### src/hdl/lcgs_map.svh
`ifndef LCGS_MAP_SVH
`define LCGS_MAP_SVH

// Register offsets on the plain register port
`define LCGS_ADDR_G2_SEL 4'h0
`define LCGS_ADDR_G3_SEL 4'h1
`define LCGS_ADDR_STATUS 4'h2

// Select value loaded by power-on reset
`define LCGS_SEL_POR_VAL 8'h00

// Bit positions of the true and inverted enables for each channel
`define LCGS_CH1_TRUE_BIT 1
`define LCGS_CH1_INV_BIT 0
`define LCGS_CH2_TRUE_BIT 3
`define LCGS_CH2_INV_BIT 2
`define LCGS_CH3_TRUE_BIT 5
`define LCGS_CH3_INV_BIT 4
`define LCGS_CH4_TRUE_BIT 7
`define LCGS_CH4_INV_BIT 6

// Status register field positions
`define LCGS_STAT_GATE2_BIT 0
`define LCGS_STAT_GATE3_BIT 1

// Read data value for unmapped or idle cycles
`define LCGS_RD_IDLE_VAL 8'h00

`endif

### src/hdl/lcgs_pkg.sv
package lcgs_pkg;

   // Whole state of the top module, registered in one place
   typedef struct packed {
      logic [7:0] g2_sel;  // Gate 2 term select
      logic [7:0] g3_sel;  // Gate 3 term select
      logic [7:0] rd_data; // Read data, valid the cycle after a read
      logic gate2;         // Registered gate 2 result
      logic gate3;         // Registered gate 3 result
   } lcgs_state_type;

endpackage

### src/hdl/lcgs_gate.sv
`timescale 1ns/10ps
// OR of the enabled true and inverted data terms of one gate
module lcgs_gate #(
   parameter int CH_N = 4
) (
   // Term enables, one bit per channel
   input wire logic [CH_N-1:0] i_true_en,
   input wire logic [CH_N-1:0] i_inv_en,
   // Data channels
   input wire logic [CH_N-1:0] i_data,
   // Gate result
   output logic o_gate
);

   // No enabled term leaves the gate at zero
   always_comb begin
      o_gate = 1'b0;
      for (int k = 0; k < CH_N; k++) begin
         // True form of the channel
         if (i_true_en[k] && i_data[k]) begin
            o_gate = 1'b1;
         end
         // Inverted form of the channel
         if (i_inv_en[k] && !i_data[k]) begin
            o_gate = 1'b1;
         end
      end
   end

endmodule

### src/hdl/lcgs_top.sv
`timescale 1ns/10ps
// Operation
// Gate 2: bit7 channel4 true, bit6 inverted
// Gate 2: bit5 channel3 true, bit4 inverted
// Gate 2: bit3 channel2 true, bit2 inverted
// Gate 2: bit1 channel1 true, bit0 inverted
// Gate 3: bit7 channel4 true, bit6 inverted
// Gate 3: bit5 channel3 true, bit4 inverted
// Gate 3: bit3 channel2 true, bit2 inverted
// Gate 3: bit1 channel1 true, bit0 inverted
// Selects read/write, kept through ordinary resets
// Gate ORs enabled terms, else zero
`include "lcgs_map.svh"

module lcgs_top import lcgs_pkg::*; #(
   parameter int ADDR_W = 4
) (
   // Clock, resets and enable
   input wire logic i_clk_sys,
   input wire logic i_rst,
   input wire logic i_por,
   input wire logic i_clk_en,
   // Register port
   input wire logic [ADDR_W-1:0] i_addr,
   input wire logic [7:0] i_wr_data,
   input wire logic i_wr,
   input wire logic i_rd,
   output logic [7:0] o_rd_data,
   // Data channels from the source selectors
   input wire logic i_data_channel_1,
   input wire logic i_data_channel_2,
   input wire logic i_data_channel_3,
   input wire logic i_data_channel_4,
   // Gate results to the polarity stage
   output logic o_gate2,
   output logic o_gate3
);

   lcgs_state_type s_q; // Current state
   lcgs_state_type s_d; // Next state
   logic [3:0] data_vec; // Channels as one vector, channel 1 in bit 0
   logic [3:0] g2_true_en; // Gate 2 true enables per channel
   logic [3:0] g2_inv_en; // Gate 2 inverted enables per channel
   logic [3:0] g3_true_en; // Gate 3 true enables per channel
   logic [3:0] g3_inv_en; // Gate 3 inverted enables per channel
   logic gate2_c; // Combinational gate 2
   logic gate3_c; // Combinational gate 3
   logic hit_g2; // Address decodes gate 2 select
   logic hit_g3; // Address decodes gate 3 select
   logic hit_stat; // Address decodes status

   assign data_vec = {i_data_channel_4, i_data_channel_3, i_data_channel_2, i_data_channel_1};

   // Address decode, compared at the port width
   assign hit_g2 = (i_addr == ADDR_W'(`LCGS_ADDR_G2_SEL));
   assign hit_g3 = (i_addr == ADDR_W'(`LCGS_ADDR_G3_SEL));
   assign hit_stat = (i_addr == ADDR_W'(`LCGS_ADDR_STATUS));

   // Split gate 2 select into per-channel enables
   always_comb begin
      g2_true_en[3] = s_q.g2_sel[`LCGS_CH4_TRUE_BIT];
      g2_inv_en[3] = s_q.g2_sel[`LCGS_CH4_INV_BIT];
      g2_true_en[2] = s_q.g2_sel[`LCGS_CH3_TRUE_BIT];
      g2_inv_en[2] = s_q.g2_sel[`LCGS_CH3_INV_BIT];
      g2_true_en[1] = s_q.g2_sel[`LCGS_CH2_TRUE_BIT];
      g2_inv_en[1] = s_q.g2_sel[`LCGS_CH2_INV_BIT];
      g2_true_en[0] = s_q.g2_sel[`LCGS_CH1_TRUE_BIT];
      g2_inv_en[0] = s_q.g2_sel[`LCGS_CH1_INV_BIT];
   end

   // Split gate 3 select into per-channel enables
   always_comb begin
      g3_true_en[3] = s_q.g3_sel[`LCGS_CH4_TRUE_BIT];
      g3_inv_en[3] = s_q.g3_sel[`LCGS_CH4_INV_BIT];
      g3_true_en[2] = s_q.g3_sel[`LCGS_CH3_TRUE_BIT];
      g3_inv_en[2] = s_q.g3_sel[`LCGS_CH3_INV_BIT];
      g3_true_en[1] = s_q.g3_sel[`LCGS_CH2_TRUE_BIT];
      g3_inv_en[1] = s_q.g3_sel[`LCGS_CH2_INV_BIT];
      g3_true_en[0] = s_q.g3_sel[`LCGS_CH1_TRUE_BIT];
      g3_inv_en[0] = s_q.g3_sel[`LCGS_CH1_INV_BIT];
   end

   // Gate 2 term combiner
   lcgs_gate #(
      .CH_N(4)
   ) u_gate2 (
      .i_true_en(g2_true_en),
      .i_inv_en(g2_inv_en),
      .i_data(data_vec),
      .o_gate(gate2_c)
   );

   // Gate 3 term combiner
   lcgs_gate #(
      .CH_N(4)
   ) u_gate3 (
      .i_true_en(g3_true_en),
      .i_inv_en(g3_inv_en),
      .i_data(data_vec),
      .o_gate(gate3_c)
   );

   // Next state: register writes, read answer, gate sampling
   always_comb begin
      s_d = s_q;
      // Read data stands only in the cycle after the strobe
      s_d.rd_data = `LCGS_RD_IDLE_VAL;
      if (i_wr) begin
         // Write to a select register, other addresses ignored
         if (hit_g2) begin
            s_d.g2_sel = i_wr_data;
         end
         if (hit_g3) begin
            s_d.g3_sel = i_wr_data;
         end
      end
      if (i_rd) begin
         // Readback of the stored selects or the gate status
         if (hit_g2) begin
            s_d.rd_data = s_q.g2_sel;
         end else if (hit_g3) begin
            s_d.rd_data = s_q.g3_sel;
         end else if (hit_stat) begin
            s_d.rd_data[`LCGS_STAT_GATE2_BIT] = s_q.gate2;
            s_d.rd_data[`LCGS_STAT_GATE3_BIT] = s_q.gate3;
         end
      end
      // Registered so the polarity stage sees a clean edge
      s_d.gate2 = gate2_c;
      s_d.gate3 = gate3_c;
   end

   // State register; resets act even while the enable is low
   always_ff @(posedge i_clk_sys) begin
      if (i_por) begin
         // Power-on level loses everything, selects included
         s_q.g2_sel <= `LCGS_SEL_POR_VAL;
         s_q.g3_sel <= `LCGS_SEL_POR_VAL;
         s_q.rd_data <= `LCGS_RD_IDLE_VAL;
         s_q.gate2 <= 1'b0;
         s_q.gate3 <= 1'b0;
      end else if (i_rst) begin
         // Ordinary reset keeps software's selects
         s_q.g2_sel <= s_q.g2_sel;
         s_q.g3_sel <= s_q.g3_sel;
         s_q.rd_data <= `LCGS_RD_IDLE_VAL;
         s_q.gate2 <= 1'b0;
         s_q.gate3 <= 1'b0;
      end else if (i_clk_en) begin
         s_q <= s_d;
      end
   end

   // Outputs straight from flip-flops
   assign o_rd_data = s_q.rd_data;
   assign o_gate2 = s_q.gate2;
   assign o_gate3 = s_q.gate3;

endmodule

### config.mk
export PLATFORM = sky130hd
export DESIGN_NAME = lcgs_top
export DESIGN_NICKNAME = d
export VERILOG_FILES = /design/src/hdl/lcgs_pkg.sv /design/src/hdl/lcgs_gate.sv /design/src/hdl/lcgs_top.sv
export VERILOG_INCLUDE_DIRS = /design/src /design/src/hdl
export SDC_FILE = /design/constraint.sdc
export NUM_CORES = 1
export LEC_CHECK = 0
export BUFFER_PORTS_ARGS = -buffer_cell sky130_fd_sc_hd__buf_4
export CAP_MARGIN = 20
export CORE_UTILIZATION = 30
export DETAILED_ROUTE_END_ITERATION = 10
export PLACE_DENSITY = 0.54
export SLEW_MARGIN = 10
export SYNTH_ARGS = -nofsm -noshare
export SYNTH_HDL_FRONTEND = slang
export SYNTH_SLANG_ARGS = --single-unit
export TNS_END_PERCENT = 50
### constraint.sdc
create_clock -name i_clk_sys -period 2.5 [get_ports i_clk_sys]
set_clock_uncertainty 0.1 [all_clocks]
set_input_delay 0.375 -clock i_clk_sys [delete_from_list [all_inputs] [get_ports i_clk_sys]]
set_output_delay 0.375 -clock i_clk_sys [all_outputs]
set_load 0.03 [all_outputs]
==> flow_summary.html <==
<table>
<tr><th>Metric</th><th>Value</th></tr>
<tr><th colspan="2">Routing</th></tr>
<tr><td>DR DRC count</td><td>0</td></tr>
<tr><td>Count of antenna-violating nets left after detailed routing</td><td>0</td></tr>
<tr><td>Number of vias in the routed layout</td><td>956</td></tr>
<tr><td>Final wirelength</td><td>2750 um</td></tr>
<tr><td>Via density</td><td>4.66</td></tr>
<tr><td>Average detailed-routed wire length per instance</td><td>13.4 um</td></tr>
<tr><td>Starting DRT DRC Count</td><td>34</td></tr>
<tr><td>Total iterations of the first detailed-routing run</td><td>4</td></tr>
<tr><th colspan="2">Clocking</th></tr>
<tr><td>Setup fix buffers added after clock tree synthesis</td><td>0</td></tr>
<tr><td>CTS Buf Count</td><td>3</td></tr>
<tr><td>Number of H-tree branching levels</td><td>1</td></tr>
<tr><td>Number of buffers on the longest clock path</td><td>2</td></tr>
<tr><td>Number of hold-repair buffers added at the cts stage</td><td>0</td></tr>
<tr><td>Post-CTS clock slew at the launch and capture registers of the worst setup and hold paths</td><td>0.10 ns</td></tr>
<tr><td>Skew-Pair Late Insertion Delay</td><td>0.27 ns</td></tr>
<tr><td>Total number of clock tree sinks</td><td>26</td></tr>
<tr><td>CTS resizes</td><td>0</td></tr>
<tr><td>TritonCTS clock tree</td><td>yes</td></tr>
<tr><td>Root Driver</td><td>clkbuf_8</td></tr>
<tr><th colspan="2">Worst hold path</th></tr>
<tr><td>Startpoint of the worst hold path</td><td>i_clk_en</td></tr>
<tr><td>Worst Hold Class</td><td>input pin to flip-flop</td></tr>
<tr><th colspan="2">Die</th></tr>
<tr><td>Core outline area</td><td>4000 sq um</td></tr>
<tr><td>Die Span Y</td><td>66.6 um</td></tr>
<tr><td>Die Width</td><td>66.6 um</td></tr>
<tr><td>I/O pin count</td><td>32</td></tr>
<tr><td>Die area</td><td>4430 sq um</td></tr>
<tr><td>Cell row count</td><td>23</td></tr>
<tr><td>Effective utilization at floorplan</td><td>31.2%</td></tr>
<tr><th colspan="2">Critical path</th></tr>
<tr><td>Maximum single-stage delay on the critical path</td><td>0.41 ns</td></tr>
<tr><td>Category of the critical setup timing path</td><td>input pin to flip-flop</td></tr>
<tr><td>Start point of the critical path</td><td>i_addr[0]</td></tr>
<tr><td>Critical-path top delay cell</td><td>and2_1</td></tr>
<tr><td>Kind of start point of the critical path</td><td>input pin</td></tr>
<tr><td>Endpoint class of the critical path</td><td>flip-flop</td></tr>
<tr><td>Data required time at the worst endpoint</td><td>2.60 ns</td></tr>
<tr><td>Launching point of the worst reg2reg path</td><td>g3_true_en[1]</td></tr>
<tr><td>Critical path, cell by cell</td><td>buf_4 -&gt; nor4_4 -&gt; and2_1 -&gt; mux2i_1</td></tr>
<tr><td>CP arrival</td><td>1.51 ns</td></tr>
<tr><td>Max FO, Critical Path</td><td>13</td></tr>
<tr><th colspan="2">GRT</th></tr>
<tr><td>Wire length of the first global-routing pass</td><td>4550 um</td></tr>
<tr><td>Met3 Track Usage GR</td><td>2.74%</td></tr>
<tr><td>Pin count of the biggest net entering global routing</td><td>28</td></tr>
<tr><td>Final global-route overflow total</td><td>0</td></tr>
<tr><td>Vias in the first global route</td><td>951</td></tr>
<tr><td>All-layer global routing usage</td><td>13.7%</td></tr>
<tr><td>M2 GR Usage</td><td>21.5%</td></tr>
<tr><td>Initial antenna violation count</td><td>0</td></tr>
<tr><td>Layer with the highest usage</td><td>met2</td></tr>
<tr><td>Met1 Usage GRT</td><td>18.4%</td></tr>
<tr><th colspan="2">Finish</th></tr>
<tr><td>Fraction of layout instances using a drive strength above 1</td><td>24.5%</td></tr>
<tr><td>Final Instance Count excl. Fillers</td><td>205</td></tr>
<tr><td>N_diodes</td><td>0</td></tr>
<tr><td>Area delta synth-&gt;final</td><td>27.2%</td></tr>
<tr><td>Layout filler cell count</td><td>396</td></tr>
<tr><td>Number of nets in the final layout</td><td>178</td></tr>
<tr><td>Final core utilization</td><td>39.8%</td></tr>
<tr><th colspan="2">Place</th></tr>
<tr><td>Placer Congestion</td><td>0.740</td></tr>
<tr><td>Total of buffers placed on input and output ports</td><td>31</td></tr>
<tr><td>Post-detail-place hpwl</td><td>2170 um</td></tr>
<tr><td>Placed Cells incl. Taps</td><td>201</td></tr>
<tr><th colspan="2">Power</th></tr>
<tr><td>Maximum VDD drop</td><td>0.176 mV</td></tr>
<tr><td>Leakage</td><td>0.668 nW</td></tr>
<tr><td>Total chip power</td><td>0.840 mW</td></tr>
<tr><td>Total power per unit cell area</td><td>528 nW/um^2</td></tr>
<tr><th colspan="2">Yosys</th></tr>
<tr><td>Synth Flop Type</td><td>dfxtp_1</td></tr>
<tr><td>Share of synthesized area spent on multiplexers</td><td>24.0%</td></tr>
<tr><td>Xor and xnor area share after synthesis</td><td>0%</td></tr>
<tr><td>Synthesized Nets</td><td>146</td></tr>
<tr><td>Most numerous cell types in the synthesized netlist</td><td>mux2i_1 (30), nand2b_1 (28), dfxtp_1 (26), nand2_1 (7), o21ai_0 (6)</td></tr>
<tr><td>Proportion of synthesized chip area in sequential cells</td><td>41.6%</td></tr>
<tr><td>Largest cells by area after synthesis</td><td>dfxtp_1 (42%), mux2i_1 (24%), nand2b_1 (14%)</td></tr>
<tr><td>Most used standard cell by instance count after synthesis</td><td>mux2i_1</td></tr>
<tr><td>Synth cell types</td><td>22</td></tr>
<tr><td>Number of enable flip-flop cells after synthesis</td><td>0</td></tr>
<tr><td>Count of synthesis-stage warnings from yosys</td><td>0</td></tr>
<tr><td>Fraction of post-synthesis cell area in the top cell type by area</td><td>41.6%</td></tr>
<tr><td>Synthesized-area fraction occupied by ao, oa, aoi and oai cells</td><td>6.61%</td></tr>
<tr><td>Post-Synthesis Cells</td><td>124</td></tr>
<tr><td>Mean post-synth cell area</td><td>10.1 sq um</td></tr>
<tr><td>Combinational family with the most area after synthesis</td><td>simple AND/OR/NAND/NOR gates</td></tr>
<tr><td>Async set-or-reset flop fraction in the synthesized netlist</td><td>0%</td></tr>
<tr><td>Post-synthesis cell type with the largest combined area</td><td>dfxtp_1</td></tr>
<tr><td>#FFs+latches synth</td><td>26</td></tr>
<tr><td>Post-synthesis instance area</td><td>1250 sq um</td></tr>
<tr><td>Simple-gate share of the synthesized area</td><td>25.6%</td></tr>
<tr><td>Post-Synth Adder-Cell Area</td><td>0%</td></tr>
<tr><th colspan="2">STA</th></tr>
<tr><td>RSZ-0062 raised after global routing</td><td>no</td></tr>
<tr><td>Post-route clock period utilization</td><td>56.7%</td></tr>
<tr><td>Final setup vio count</td><td>0</td></tr>
<tr><td>Shortest clock period the worst path allows after layout</td><td>1.42 ns</td></tr>
<tr><td>Fmax achieved</td><td>0.705 GHz</td></tr>
<tr><td>Sum Neg Setup Slack</td><td>0 ns</td></tr>
<tr><td>Final number of hold-violating endpoints</td><td>0</td></tr>
<tr><td>Worst-Margin Slew</td><td>0.798 ns</td></tr>
<tr><td>Final Max Tran Viols</td><td>0</td></tr>
<tr><td>Worst rel slew slack</td><td>46.4%</td></tr>
<tr><th colspan="2">Status</th></tr>
<tr><td>Outcome</td><td>finished, final reports clean</td></tr>
<tr><th colspan="2">Flow run</th></tr>
<tr><td>Maximum capacitance violations</td><td>0</td></tr>
</table>
cells by family (layout without fill, tap and decap cells):
group,Yosys count,in the layout
and+or+nand+nor,50,50
muxes,30,30
DFF,26,26
AOI/OAI and AO/OA,14,14
buffers and inverters,4,35
worst paths after layout:
path                  endpoint  cells past startpoint  slack, ns
setup / recovery  g2_inv_en[1]                      4       1.08
hold / removal         o_gate2                      2       0.23
setup reg to reg       o_gate3                      3       1.53
hold reg to reg   o_rd_data[7]                      2       0.36
worst max-delay path, delay by kind of cell:
family	cells	cell delay, ns
and+or+nand+nor	2	0.73
muxes	1	0.24
buffers and inverters	1	0.17
state kept, by name, summed over array words and instances, names as in the netlist:
register	count
g3_inv_en	4
o_gate2	1
g2_inv_en	4
o_gate3	1
o_rd_data	8
g2_true_en	4
g3_true_en	4
placed cells by master (no fill, tap or decap), types with 2 or more instances in the layout:
cell type	instances
nand2_1	7
and3_1	4
dfxtp_1	26
buf_4	31
a21oi_1	2
a32o_1	2
nor2b_1	2
mux2i_1	30
nand2b_1	28
a31oi_1	2
o21ai_1	2
nor3_1	2
clkbuf_8	3
o21ai_0	6
layer usage:
metal	part of all wire, %	up-vias
met5	0	-
met4	0.76	0
met3	4.4	2
met2	46	16
li1	-	499
met1	49	439
power breakdown:
part,internal [mW],total [mW],switching [mW]
sequential,0.416,0.418,0.00170
combinational,0.0411,0.0755,0.0344
clock,0.214,0.347,0.133
stage by stage:
stage | area, sq um | setup WS, ns | hold WS, ns
floorplan | 1250 | 1.20 | 0.356
global placement | 1520 | 0.871 | 0.338
detailed placement | 1520 | 0.790 | 0.345
CTS | 1590 | 1.08 | 0.226
global route | 1590 | 0.963 | 0.233
finish | 1590 | 1.08 | 0.230
final cells by class:
type	instances	area (sq um)	area share [%]
multi-input cells	94	703	44.2
flip-flops and latches	26	520	32.7
repair buffers	31	233	14.6
well taps	50	62.6	3.93
clock buffers	3	41.3	2.60
clock inverters	1	30.0	1.89
(Power assumes the default switching activity.)
